## src/verilog/timer_pwm_pkg.sv

```systemverilog
`default_nettype none
package timer_pwm_pkg;
   // Register bus, counter and prescaler widths, and the channel count.
   localparam int unsigned DATA_W = 8;
   localparam int unsigned ADDR_W = 4;
   localparam int unsigned CNT_W = 16;
   localparam int unsigned PRE_W = 7;
   localparam int unsigned NUM_CH = 2;

   // Register offsets, one byte register per address.
   localparam logic [3:0] ADDR_STATUS_CTRL = 4'h0;
   localparam logic [3:0] ADDR_COUNT_HIGH = 4'h1;
   localparam logic [3:0] ADDR_COUNT_LOW = 4'h2;
   localparam logic [3:0] ADDR_LIMIT_HIGH = 4'h3;
   localparam logic [3:0] ADDR_LIMIT_LOW = 4'h4;
   localparam logic [3:0] ADDR_CH_CTRL [0:1] = '{4'h5, 4'h8};
   localparam logic [3:0] ADDR_CH_VAL_HIGH [0:1] = '{4'h6, 4'h9};
   localparam logic [3:0] ADDR_CH_VAL_LOW [0:1] = '{4'h7, 4'hA};
   localparam logic [3:0] ADDR_OPTION = 4'hB;

   // Status and control field positions.
   localparam int unsigned SC_FLAG_BIT = 7;
   localparam int unsigned SC_IE_BIT = 6;
   localparam int unsigned SC_CENTER_BIT = 5;
   localparam int unsigned SC_CLKSEL_LSB = 3;
   localparam int unsigned SC_PS_LSB = 0;

   // Channel control field positions.
   localparam int unsigned CH_FLAG_BIT = 7;
   localparam int unsigned CH_IE_BIT = 6;
   localparam int unsigned CH_MODE_LSB = 4;
   localparam int unsigned CH_EDGE_LSB = 2;

   // Option register field positions.
   localparam int unsigned OPT_CH0_SRC_BIT = 0;
   localparam int unsigned OPT_PULLUP_LSB = 1;

   // Clock source codes.
   localparam logic [1:0] CLKSEL_OFF = 2'h0;
   localparam logic [1:0] CLKSEL_BUS = 2'h1;
   localparam logic [1:0] CLKSEL_XTAL = 2'h3;

   // Channel mode and edge or action codes.
   localparam logic [1:0] MODE_CAPTURE = 2'h0;
   localparam logic [1:0] MODE_COMPARE = 2'h1;
   localparam logic [1:0] EDGE_NONE = 2'h0;
   localparam logic [1:0] EDGE_RISE = 2'h1;
   localparam logic [1:0] EDGE_FALL = 2'h2;
   localparam logic [1:0] EDGE_BOTH = 2'h3;
   localparam logic [1:0] ACT_TOGGLE = 2'h1;
   localparam logic [1:0] ACT_CLEAR = 2'h2;
   localparam logic [1:0] ACT_SET = 2'h3;

   // Values after reset, and the counter's all-ones and zero values.
   localparam logic [6:0] SC_RESET = 7'h00;
   localparam logic [7:0] CH_CTRL_RESET = 8'h00;
   localparam logic [2:0] OPT_RESET = 3'h0;
   localparam logic [15:0] CNT_RESET = 16'h0000;
   localparam logic [15:0] LIMIT_RESET = 16'h0000;
   localparam logic [15:0] VAL_RESET = 16'h0000;
   localparam logic [15:0] CNT_ALL_ONES = 16'hFFFF;
   localparam logic [15:0] CNT_ZERO = 16'h0000;

   // Crystal-derived clock rate against the system clock.
   localparam int unsigned SYS_CLK_FREQ_KHZ = 100000;
   localparam int unsigned XTAL_CLK_FREQ_KHZ = 500;
   localparam int unsigned XTAL_PERIOD_CYCLES = SYS_CLK_FREQ_KHZ / XTAL_CLK_FREQ_KHZ;
endpackage
`default_nettype wire

```

## src/verilog/two_channel_timer_pwm.sv

```systemverilog
`timescale 1ns/1ps
`default_nettype none
module two_channel_timer_pwm
(
   input wire logic i_clk,
   input wire logic i_rst_n,
   input wire logic [3:0] i_addr,
   input wire logic [7:0] i_wdata,
   input wire logic i_wr,
   input wire logic i_rd,
   output logic [7:0] o_rdata,
   input wire logic i_crystal_derived_clock,
   input wire logic i_slow_oscillator,
   input wire logic [1:0] i_chan_pin,
   output logic [1:0] o_chan_pin,
   output logic [1:0] o_chan_pin_oe_n,
   output logic [1:0] o_chan_pullup,
   input wire logic [1:0] i_gpio_data,
   input wire logic [1:0] i_gpio_dir,
   output logic o_wrap_irq,
   output logic [1:0] o_chan_irq
);

   // Mask of low prescaler bits that must all be one for a divided pulse.
   function automatic logic [6:0] prescale_mask(input logic [2:0] ps);
      logic [6:0] m;
      m = 7'h00;
      unique case (ps)
         3'h0: m = 7'h00;
         3'h1: m = 7'h01;
         3'h2: m = 7'h03;
         3'h3: m = 7'h07;
         3'h4: m = 7'h0F;
         3'h5: m = 7'h1F;
         3'h6: m = 7'h3F;
         3'h7: m = 7'h7F;
      endcase
      return m;
   endfunction

   // Replaces one byte of a 16-bit word.
   function automatic logic [15:0] set_byte(input logic [15:0] w, input logic hi,
                                            input logic [7:0] d);
      return hi ? {d, w[7:0]} : {w[15:8], d};
   endfunction

   // Read-then-write-zero clearing of a hardware flag; a new set always wins.
   function automatic logic [1:0] flag_step(input logic flag, input logic armed,
                                            input logic set_ev, input logic rd_hit,
                                            input logic wr_hit, input logic wbit);
      logic f;
      logic a;
      f = flag;
      a = armed;
      if (wr_hit)
      begin
         if (armed && !wbit)
         begin
            f = 1'b0;
         end
         a = 1'b0;
      end
      if (rd_hit && flag)
      begin
         a = 1'b1;
      end
      if (set_ev)
      begin
         f = 1'b1;
         a = 1'b0;
      end
      return {f, a};
   endfunction

   logic [6:0] sc_reg, sc_next;
   logic wrap_flag_reg, wrap_flag_next;
   logic wrap_arm_reg, wrap_arm_next;
   logic [15:0] cnt_reg, cnt_next;
   logic down_reg, down_next;
   logic [6:0] pre_reg, pre_next;
   logic [15:0] limit_reg, limit_next;
   logic lim_pend_hi_reg, lim_pend_hi_next;
   logic lim_pend_lo_reg, lim_pend_lo_next;
   logic [15:0] latch_reg, latch_next;
   logic latched_reg, latched_next;
   logic latch_hi_first_reg, latch_hi_first_next;
   logic [2:0] opt_reg, opt_next;
   logic [7:0] ch_ctrl_reg [0:1];
   logic [7:0] ch_ctrl_next [0:1];
   logic [15:0] ch_val_reg [0:1];
   logic [15:0] ch_val_next [0:1];
   logic [15:0] ch_buf_reg [0:1];
   logic [15:0] ch_buf_next [0:1];
   logic [1:0] ch_flag_reg, ch_flag_next;
   logic [1:0] ch_arm_reg, ch_arm_next;
   logic [1:0] ch_out_reg, ch_out_next;
   logic [1:0] cap_prev_reg, cap_prev_next;
   logic [7:0] rdata_reg, rdata_next;
   logic [1:0] pin_reg, pin_next;
   logic [1:0] oe_n_reg, oe_n_next;
   logic [1:0] pullup_reg, pullup_next;
   logic wrap_irq_reg, wrap_irq_next;
   logic [1:0] ch_irq_reg, ch_irq_next;
   logic xtal_s1_reg, xtal_s2_reg, xtal_s3_reg;
   logic slow_s1_reg, slow_s2_reg;
   logic [1:0] pin_s1_reg, pin_s2_reg;
   logic center;
   logic [1:0] clksel;
   logic src_tick;
   logic ptick;
   logic [15:0] top;
   logic wrap_ev;
   logic cnt_wr;
   logic sc_rd;
   logic sc_wr;

   assign center = sc_reg[timer_pwm_pkg::SC_CENTER_BIT];
   assign clksel = sc_reg[timer_pwm_pkg::SC_CLKSEL_LSB +: 2];
   assign cnt_wr = i_wr && (i_addr == timer_pwm_pkg::ADDR_COUNT_HIGH ||
                            i_addr == timer_pwm_pkg::ADDR_COUNT_LOW);
   assign sc_rd = i_rd && i_addr == timer_pwm_pkg::ADDR_STATUS_CTRL;
   assign sc_wr = i_wr && i_addr == timer_pwm_pkg::ADDR_STATUS_CTRL;

   // Outside signals pass two flip-flops; the crystal clock gets a third for edge finding.
   always_ff @(posedge i_clk or negedge i_rst_n)
   begin
      if (!i_rst_n)
      begin
         xtal_s1_reg <= 1'b0;
         xtal_s2_reg <= 1'b0;
         xtal_s3_reg <= 1'b0;
         slow_s1_reg <= 1'b0;
         slow_s2_reg <= 1'b0;
         pin_s1_reg <= 2'h0;
         pin_s2_reg <= 2'h0;
      end
      else
      begin
         xtal_s1_reg <= i_crystal_derived_clock;
         xtal_s2_reg <= xtal_s1_reg;
         xtal_s3_reg <= xtal_s2_reg;
         slow_s1_reg <= i_slow_oscillator;
         slow_s2_reg <= slow_s1_reg;
         pin_s1_reg <= i_chan_pin;
         pin_s2_reg <= pin_s1_reg;
      end
   end

   // Clock source, prescaler and shared counter.
   always_comb
   begin
      src_tick = 1'b0;
      unique case (clksel)
         timer_pwm_pkg::CLKSEL_BUS: src_tick = 1'b1;
         timer_pwm_pkg::CLKSEL_XTAL: src_tick = xtal_s2_reg & ~xtal_s3_reg;
         default: src_tick = 1'b0;
      endcase
      ptick = src_tick && ((pre_reg & prescale_mask(sc_reg[2:0])) ==
                           prescale_mask(sc_reg[2:0]));
      pre_next = pre_reg;
      if (clksel == timer_pwm_pkg::CLKSEL_OFF)
      begin
         pre_next = 7'h00;
      end
      else if (src_tick)
      begin
         pre_next = pre_reg + 7'h01;
      end
      // Limits of all zeros or all ones count the full 16-bit range.
      top = (limit_reg == timer_pwm_pkg::CNT_ZERO || limit_reg == timer_pwm_pkg::CNT_ALL_ONES)
            ? timer_pwm_pkg::CNT_ALL_ONES : limit_reg;
      cnt_next = cnt_reg;
      down_next = down_reg;
      wrap_ev = 1'b0;
      if (cnt_wr)
      begin
         cnt_next = timer_pwm_pkg::CNT_RESET;
         down_next = 1'b0;
         pre_next = 7'h00;
      end
      else if (ptick && center)
      begin
         if (!down_reg && cnt_reg == top)
         begin
            down_next = 1'b1;
            cnt_next = cnt_reg - 16'h0001;
            wrap_ev = 1'b1;
         end
         else if (down_reg && cnt_reg == timer_pwm_pkg::CNT_ZERO)
         begin
            down_next = 1'b0;
            cnt_next = cnt_reg + 16'h0001;
         end
         else
         begin
            cnt_next = down_reg ? cnt_reg - 16'h0001 : cnt_reg + 16'h0001;
         end
      end
      else if (ptick)
      begin
         down_next = 1'b0;
         if (cnt_reg == top)
         begin
            cnt_next = timer_pwm_pkg::CNT_ZERO;
            wrap_ev = 1'b1;
         end
         else
         begin
            cnt_next = cnt_reg + 16'h0001;
         end
      end
   end

   // Register file, wrap flag, coherent count reads and limit writes.
   always_comb
   begin
      sc_next = sc_reg;
      opt_next = opt_reg;
      limit_next = limit_reg;
      lim_pend_hi_next = lim_pend_hi_reg;
      lim_pend_lo_next = lim_pend_lo_reg;
      latch_next = latch_reg;
      latched_next = latched_reg;
      latch_hi_first_next = latch_hi_first_reg;
      rdata_next = 8'h00;
      if (sc_wr)
      begin
         sc_next = i_wdata[6:0];
         latched_next = 1'b0;
      end
      if (i_wr && i_addr == timer_pwm_pkg::ADDR_OPTION)
      begin
         opt_next = i_wdata[2:0];
      end
      if (cnt_wr)
      begin
         latched_next = 1'b0;
      end
      // A half-written limit holds off the wrap flag until its partner byte lands.
      if (i_wr && i_addr == timer_pwm_pkg::ADDR_LIMIT_HIGH)
      begin
         limit_next = set_byte(limit_reg, 1'b1, i_wdata);
         lim_pend_hi_next = !lim_pend_lo_reg;
         lim_pend_lo_next = 1'b0;
      end
      if (i_wr && i_addr == timer_pwm_pkg::ADDR_LIMIT_LOW)
      begin
         limit_next = set_byte(limit_reg, 1'b0, i_wdata);
         lim_pend_lo_next = !lim_pend_hi_reg;
         lim_pend_hi_next = 1'b0;
      end
      {wrap_flag_next, wrap_arm_next} = flag_step(wrap_flag_reg, wrap_arm_reg,
         wrap_ev && !lim_pend_hi_reg && !lim_pend_lo_reg, sc_rd, sc_wr,
         i_wdata[timer_pwm_pkg::SC_FLAG_BIT]);
      if (i_rd)
      begin
         if (i_addr == timer_pwm_pkg::ADDR_STATUS_CTRL)
         begin
            rdata_next = {wrap_flag_reg, sc_reg};
         end
         else if (i_addr == timer_pwm_pkg::ADDR_COUNT_HIGH ||
                  i_addr == timer_pwm_pkg::ADDR_COUNT_LOW)
         begin
            // Reads only snapshot the count; they never touch the counter itself.
            if (!latched_reg)
            begin
               latch_next = cnt_reg;
               latched_next = 1'b1;
               latch_hi_first_next = i_addr == timer_pwm_pkg::ADDR_COUNT_HIGH;
               rdata_next = latch_hi_first_next ? cnt_reg[15:8] : cnt_reg[7:0];
            end
            else
            begin
               rdata_next = (i_addr == timer_pwm_pkg::ADDR_COUNT_HIGH)
                            ? latch_reg[15:8] : latch_reg[7:0];
               if ((i_addr == timer_pwm_pkg::ADDR_COUNT_HIGH) != latch_hi_first_reg)
               begin
                  latched_next = 1'b0;
               end
            end
         end
         else if (i_addr == timer_pwm_pkg::ADDR_LIMIT_HIGH)
         begin
            rdata_next = limit_reg[15:8];
         end
         else if (i_addr == timer_pwm_pkg::ADDR_LIMIT_LOW)
         begin
            rdata_next = limit_reg[7:0];
         end
         else if (i_addr == timer_pwm_pkg::ADDR_OPTION)
         begin
            rdata_next = {5'h00, opt_reg};
         end
         for (int i = 0; i < 2; i++)
         begin
            if (i_addr == timer_pwm_pkg::ADDR_CH_CTRL[i])
            begin
               rdata_next = ch_ctrl_reg[i] | {ch_flag_reg[i], 7'h00};
            end
            else if (i_addr == timer_pwm_pkg::ADDR_CH_VAL_HIGH[i])
            begin
               rdata_next = ch_val_reg[i][15:8];
            end
            else if (i_addr == timer_pwm_pkg::ADDR_CH_VAL_LOW[i])
            begin
               rdata_next = ch_val_reg[i][7:0];
            end
         end
      end
      wrap_irq_next = wrap_flag_next && sc_next[timer_pwm_pkg::SC_IE_BIT];
   end

   // Per-channel capture, compare, PWM and pin ownership.
   always_comb
   begin
      logic [1:0] mode;
      logic [1:0] edge_sel;
      logic src;
      logic hit;
      logic match;
      logic own;
      logic drive;
      logic pwm_level;
      mode = 2'h0;
      edge_sel = 2'h0;
      src = 1'b0;
      hit = 1'b0;
      match = 1'b0;
      own = 1'b0;
      drive = 1'b0;
      pwm_level = 1'b0;
      for (int i = 0; i < 2; i++)
      begin
         ch_ctrl_next[i] = ch_ctrl_reg[i];
         ch_val_next[i] = ch_val_reg[i];
         ch_buf_next[i] = ch_buf_reg[i];
         mode = ch_ctrl_reg[i][timer_pwm_pkg::CH_MODE_LSB +: 2];
         edge_sel = ch_ctrl_reg[i][timer_pwm_pkg::CH_EDGE_LSB +: 2];
         src = (i == 0 && opt_reg[timer_pwm_pkg::OPT_CH0_SRC_BIT]) ? slow_s2_reg
               : pin_s2_reg[i];
         cap_prev_next[i] = src;
         ch_out_next[i] = ch_out_reg[i];
         hit = 1'b0;
         match = ptick && !cnt_wr && cnt_next == ch_val_reg[i];
         pwm_level = (cnt_reg < ch_val_reg[i]) ^ edge_sel[0];
         if (center)
         begin
            ch_out_next[i] = pwm_level;
            hit = match;
         end
         else if (mode == timer_pwm_pkg::MODE_CAPTURE)
         begin
            unique case (edge_sel)
               timer_pwm_pkg::EDGE_RISE: hit = src & ~cap_prev_reg[i];
               timer_pwm_pkg::EDGE_FALL: hit = ~src & cap_prev_reg[i];
               timer_pwm_pkg::EDGE_BOTH: hit = src ^ cap_prev_reg[i];
               timer_pwm_pkg::EDGE_NONE: hit = 1'b0;
            endcase
         end
         else if (mode == timer_pwm_pkg::MODE_COMPARE)
         begin
            hit = match;
            if (match)
            begin
               unique case (edge_sel)
                  timer_pwm_pkg::ACT_TOGGLE: ch_out_next[i] = ~ch_out_reg[i];
                  timer_pwm_pkg::ACT_CLEAR: ch_out_next[i] = 1'b0;
                  timer_pwm_pkg::ACT_SET: ch_out_next[i] = 1'b1;
                  default: ch_out_next[i] = ch_out_reg[i];
               endcase
            end
         end
         else
         begin
            ch_out_next[i] = pwm_level;
            hit = match;
         end
         // Software writes land in the buffer; PWM modes load it at the period edge.
         if (i_wr && i_addr == timer_pwm_pkg::ADDR_CH_CTRL[i])
         begin
            ch_ctrl_next[i] = {1'b0, i_wdata[6:2], 2'h0};
         end
         if (i_wr && (i_addr == timer_pwm_pkg::ADDR_CH_VAL_HIGH[i] ||
                      i_addr == timer_pwm_pkg::ADDR_CH_VAL_LOW[i]))
         begin
            ch_buf_next[i] = set_byte(ch_buf_reg[i],
                                      i_addr == timer_pwm_pkg::ADDR_CH_VAL_HIGH[i], i_wdata);
            if (!center && !mode[1])
            begin
               ch_val_next[i] = ch_buf_next[i];
            end
         end
         if ((center || mode[1]) && (wrap_ev || clksel == timer_pwm_pkg::CLKSEL_OFF))
         begin
            ch_val_next[i] = ch_buf_reg[i];
         end
         if (!center && mode == timer_pwm_pkg::MODE_CAPTURE && hit)
         begin
            ch_val_next[i] = cnt_reg;
         end
         {ch_flag_next[i], ch_arm_next[i]} = flag_step(ch_flag_reg[i], ch_arm_reg[i], hit,
            i_rd && i_addr == timer_pwm_pkg::ADDR_CH_CTRL[i],
            i_wr && i_addr == timer_pwm_pkg::ADDR_CH_CTRL[i],
            i_wdata[timer_pwm_pkg::CH_FLAG_BIT]);
         ch_irq_next[i] = ch_flag_next[i] && ch_ctrl_next[i][timer_pwm_pkg::CH_IE_BIT];
         // A channel owns its pin only when its edge or action field is nonzero.
         own = edge_sel != timer_pwm_pkg::EDGE_NONE;
         drive = own && (center || mode != timer_pwm_pkg::MODE_CAPTURE);
         pin_next[i] = drive ? ch_out_reg[i] : i_gpio_data[i];
         oe_n_next[i] = drive ? 1'b0 : (own ? 1'b1 : ~i_gpio_dir[i]);
         pullup_next[i] = own && !drive && opt_reg[timer_pwm_pkg::OPT_PULLUP_LSB + i];
      end
   end

   // All state registers but the input synchronizers; reset leaves the timer off and pins as inputs.
   always_ff @(posedge i_clk or negedge i_rst_n)
   begin
      if (!i_rst_n)
      begin
         sc_reg <= timer_pwm_pkg::SC_RESET;
         wrap_flag_reg <= 1'b0;
         wrap_arm_reg <= 1'b0;
         cnt_reg <= timer_pwm_pkg::CNT_RESET;
         down_reg <= 1'b0;
         pre_reg <= 7'h00;
         limit_reg <= timer_pwm_pkg::LIMIT_RESET;
         lim_pend_hi_reg <= 1'b0;
         lim_pend_lo_reg <= 1'b0;
         latch_reg <= timer_pwm_pkg::CNT_RESET;
         latched_reg <= 1'b0;
         latch_hi_first_reg <= 1'b0;
         opt_reg <= timer_pwm_pkg::OPT_RESET;
         for (int i = 0; i < 2; i++)
         begin
            ch_ctrl_reg[i] <= timer_pwm_pkg::CH_CTRL_RESET;
            ch_val_reg[i] <= timer_pwm_pkg::VAL_RESET;
            ch_buf_reg[i] <= timer_pwm_pkg::VAL_RESET;
         end
         ch_flag_reg <= 2'h0;
         ch_arm_reg <= 2'h0;
         ch_out_reg <= 2'h0;
         cap_prev_reg <= 2'h0;
         rdata_reg <= 8'h00;
         pin_reg <= 2'h0;
         oe_n_reg <= 2'h3;
         pullup_reg <= 2'h0;
         wrap_irq_reg <= 1'b0;
         ch_irq_reg <= 2'h0;
      end
      else
      begin
         sc_reg <= sc_next;
         wrap_flag_reg <= wrap_flag_next;
         wrap_arm_reg <= wrap_arm_next;
         cnt_reg <= cnt_next;
         down_reg <= down_next;
         pre_reg <= pre_next;
         limit_reg <= limit_next;
         lim_pend_hi_reg <= lim_pend_hi_next;
         lim_pend_lo_reg <= lim_pend_lo_next;
         latch_reg <= latch_next;
         latched_reg <= latched_next;
         latch_hi_first_reg <= latch_hi_first_next;
         opt_reg <= opt_next;
         for (int i = 0; i < 2; i++)
         begin
            ch_ctrl_reg[i] <= ch_ctrl_next[i];
            ch_val_reg[i] <= ch_val_next[i];
            ch_buf_reg[i] <= ch_buf_next[i];
         end
         ch_flag_reg <= ch_flag_next;
         ch_arm_reg <= ch_arm_next;
         ch_out_reg <= ch_out_next;
         cap_prev_reg <= cap_prev_next;
         rdata_reg <= rdata_next;
         pin_reg <= pin_next;
         oe_n_reg <= oe_n_next;
         pullup_reg <= pullup_next;
         wrap_irq_reg <= wrap_irq_next;
         ch_irq_reg <= ch_irq_next;
      end
   end

   assign o_rdata = rdata_reg;
   assign o_chan_pin = pin_reg;
   assign o_chan_pin_oe_n = oe_n_reg;
   assign o_chan_pullup = pullup_reg;
   assign o_wrap_irq = wrap_irq_reg;
   assign o_chan_irq = ch_irq_reg;

endmodule
`default_nettype wire

```

## config.mk

```make
export PLATFORM = sky130hd
export DESIGN_NAME = two_channel_timer_pwm
export DESIGN_NICKNAME = d
export VERILOG_FILES = /design/src/verilog/timer_pwm_pkg.sv /design/src/verilog/two_channel_timer_pwm.sv
export SDC_FILE = /design/constraint.sdc
export NUM_CORES = 1
export LEC_CHECK = 0
export BUFFER_PORTS_ARGS = -buffer_cell sky130_fd_sc_hd__buf_2
export CAP_MARGIN = 20
export CORE_ASPECT_RATIO = 1.5
export CORE_MARGIN = 5
export CORE_UTILIZATION = 38
export DETAILED_ROUTE_END_ITERATION = 16
export GPL_TIMING_DRIVEN = 0
export SYNTH_ARGS = -nofsm -noshare
export SYNTH_HDL_FRONTEND = slang
export SYNTH_SLANG_ARGS = --single-unit
```

## constraint.sdc

```tcl
create_clock -name i_clk -period 5.25 [get_ports i_clk]
set_input_delay 1.05 -clock i_clk [delete_from_list [all_inputs] [get_ports i_clk]]
set_output_delay 1.05 -clock i_clk [all_outputs]
set_load 0.05 [all_outputs]
```

==> run metrics <==
status=complete, no violations; Post-synth EDFFs=0; DR iter-0 viols=between 1000 and 1500; CTS Buf Count=17; worst hold stages=0; PnR worst setup slack=61.1 ps; Mapped Cells=1230; clk buf depth=2; Synth area leaders=dfrtp_1, mux2_2, ha_1; R2R depth=13; die area=roughly 34000 sq um; Power Dens Cells=between 400 and 500 nW/um^2; Lkg Pwr=about 5.6 nW; Skew-Pair Late Insertion Delay=roughly 460 ps; Crit Path Max Fanout=10; commonest non-fill, non-tap cells in the layout=dfrtp_1, nand2_1, mux2_2; Antenna Cells=0; row count=78; layout cell share with drive strength beyond 1=between 15 and 20%; Tightest Hold Check Type=flip-flop to flip-flop; Worst Path Arrival=5530 ps; global placer's final weighted congestion=1.06; Die Width=about 150 microns; Post-layout nets=about 1400; RSZ-0062 raised after global routing=no; root buf cell=clkbuf_16; WS Path Type=flip-flop to flip-flop; slew at the pin with the worst max-slew slack=1110 ps; worst reg-to-reg setup slack=60 ps; Async SR Flop Fraction=100%; maximum VDD drop=approximately 0.29 mV; sequential share of the synthesized area=between 30% and 40%; CTS H-tree depth=4; Mapped Nets=around 1300; Final Hold Vio Count=0; period utilization=a little over nine tenths; Layout Skew=approximately 14 ps; I/O Pins=about 40; Max Slew Vio Count=0; Post-synth top flop=dfrtp_1; biggest area consumer among synthesized cells=dfrtp_1; CP Capture Type=flip-flop; CTS hold repair buffers=0; Reg-to-Reg Start=cnt_reg[2]; Hold EP=xtal_s2_reg; Worst path slowest cell=a2111oi_0; clock sink count=180; Fillers=between 2000 and 3000; total wire length=about 45 mm; Final setup viols=0; Synth Cell Area=around 12000 sq um; dpl hpwl=roughly 35 mm; Vias/cell=6.23; Worst-path clk slew=about 80 ps; wire length of the first global-routing pass=between 60 and 70 mm; min cycle time layout=about 5200 ps; TritonCTS clock tree=yes; Placed Cells incl. Taps=about 1700; worst path cell trace=clkbuf_1, nand3_1, nor3_1, and3_1, o21ai_0, xor2_1, a2111oi_0, mux2i_2, xnor2_1, a2111oi_2, nand4_1, o31ai_1, mux2_1; vias in the first global route=~10000; Syn-to-layout area delta=12.3%; DR pass1 iterations=7; Max Cap Viol=0; initial antenna violation count=0; dpl ws=-718 ps; # DRC=0; Die Span Y=225 microns; port bufs=39; worst reg2reg endpoint=ch_out_reg[1]; total congestion overflow=0; Startpoint Class=flip-flop; # Post-CTS Setup Buffers=0; yosys warns=0; post-route insts no fill=1707; CP peak stage delay=660 ps; commonest non-fill, non-tap cell in the layout=dfrtp_1; mean post-synth cell area=9.51 sq um; Post-Route Utilization=between 40% and 50%; hold path start=xtal_s1_reg; antenna viol nets, final=0; Max Clk Rate=~190 MHz; core area=between 30000 and 40000 sq um; worst rel slew slack=~25%; vias post-DR=10631; WP data required=roughly 5600 ps; FF+latch count, synth=180; pin count of the biggest net entering global routing=100; post-synth top area share=between 30% and 40%; gr usage total=approximately 26%; WL/cell=26.5 microns; Synth cell types=85; starting density of the core=38.5%
[metrics by stage]
| stage | setup TNS, ps | hold slack (ps) | total power, mW | instance area, sq um |
|---|---|---|---|---|
| floorplan | 0 | 331 | 4.00 | 11700 |
| global placement | -11810 | 334 | 5.03 | 12400 |
| detailed placement | -4800 | 338 | 5.08 | 12500 |
| CTS | 0 | 355 | 6.38 | 13100 |
| global route | 0 | 372 | 6.78 | 13100 |
| finish | 0 | 352 | 6.48 | 13100 |
[worst max-delay path: cells and delay by family (launching register included)]
kind                   cells  cell delay, ps
XOR/XNOR                   2             390
AND/OR/NAND/NOR            4            1300
AO/OA/AOI/OAI              4            1590
flip-flops                 1             620
multiplexers               2             700
buffers and inverters      1             490
[layout make-up]
class / count / area, sq um / share of cell area (%)
Multi-Input combinational cell: 922 / 6760 / 51.4
Sequential cell: 180 / 4510 / 34.3
Tap cell: 400 / 500 / 3.81
Clock buffer: 19 / 443 / 3.37
Buffer: 79 / 342 / 2.60
Timing Repair Buffer: 46 / 270 / 2.06
Inverter: 48 / 180 / 1.37
Clock inverter: 13 / 136 / 1.04
[power breakdown]
| part | total, mW | leakage (nW) | switching, mW | internal [mW] |
|---|---|---|---|---|
| combinational | 2.89 | 3.03 | 1.77 | 1.12 |
| sequential | 2.32 | 2.26 | 0.557 | 1.76 |
| clock | 1.26 | 0.278 | 0.620 | 0.643 |
| total | 6.48 | 5.57 | 2.95 | 3.52 |
[worst max-delay path by stage]
stage | endpoint | from | slack (ps) | cells after the start
5_1_grt | ch_out_reg[1] | cnt_reg[2] | 20 | 13
4_1_cts | ch_out_reg[1] | limit_reg[9] | 90 | 14
3_3_place_gp | ch_arm_reg[0] | cnt_reg[1] | -970 | 16
2_1_floorplan | ch_out_reg[1] | limit_reg[14] | 1010 | 17
6_report | ch_out_reg[1] | cnt_reg[2] | 60 | 13
3_5_place_dp | ch_out_reg[1] | cnt_reg[1] | -720 | 16
[cell usage after synthesis, types with 6 or more instances]
cell type  number
inv_1          48
nor4_1         12
ha_1           38
o21ai_0        79
nand3_1        40
mux4_2          8
mux2i_1        43
a21o_1         20
and3_1         11
mux2_2        100
o31ai_1         8
a21oi_1        50
a211oi_1       10
xnor2_1        31
a22oi_1        19
nor3_1         29
nand2_1       119
nor2b_1        11
nor2_1         61
o221ai_1        6
o211ai_1        8
and2_1         14
nand4_1        15
a31oi_1        18
buf_1           7
a21boi_0        9
xor2_1         25
o31a_1          7
nand2b_1       11
nand4b_1        6
a2111oi_0       7
dfrtp_1       178
clkbuf_1       64
or3_1           8
[logic make-up (layout without fill, tap and decap cells)]
group / Yosys count / in the layout / share of synthesized area (%)
flip-flops: 180 / 180 / 38.5
AO/OA/AOI/OAI: 300 / 300 / 17.4
AND/OR/NAND/NOR: 376 / 376 / 16.4
adder cells (fa/ha/maj): 38 / 38 / 4.06
buffers and inverters: 128 / 205 / 4.46
XOR/XNOR: 56 / 56 / 4.19
multiplexers: 152 / 152 / 14.9
[metal layers]
metal  vias up  GRT usage, %  routed length, microns
li1       4645             -                       -
met1      5158          28.0                   16100
met2       584          44.4                   21700
met3       244          4.46                    3060
met4         0          20.3                    4450
met5         -             0                       0
[timing repair]
item,4_1_cts,5_1_grt
endpoints found under the hold margin,0,0
gates resized for setup,11,15
setup endpoints to repair,8,8
No activity file was read; power rests on OpenSTA's default activity.
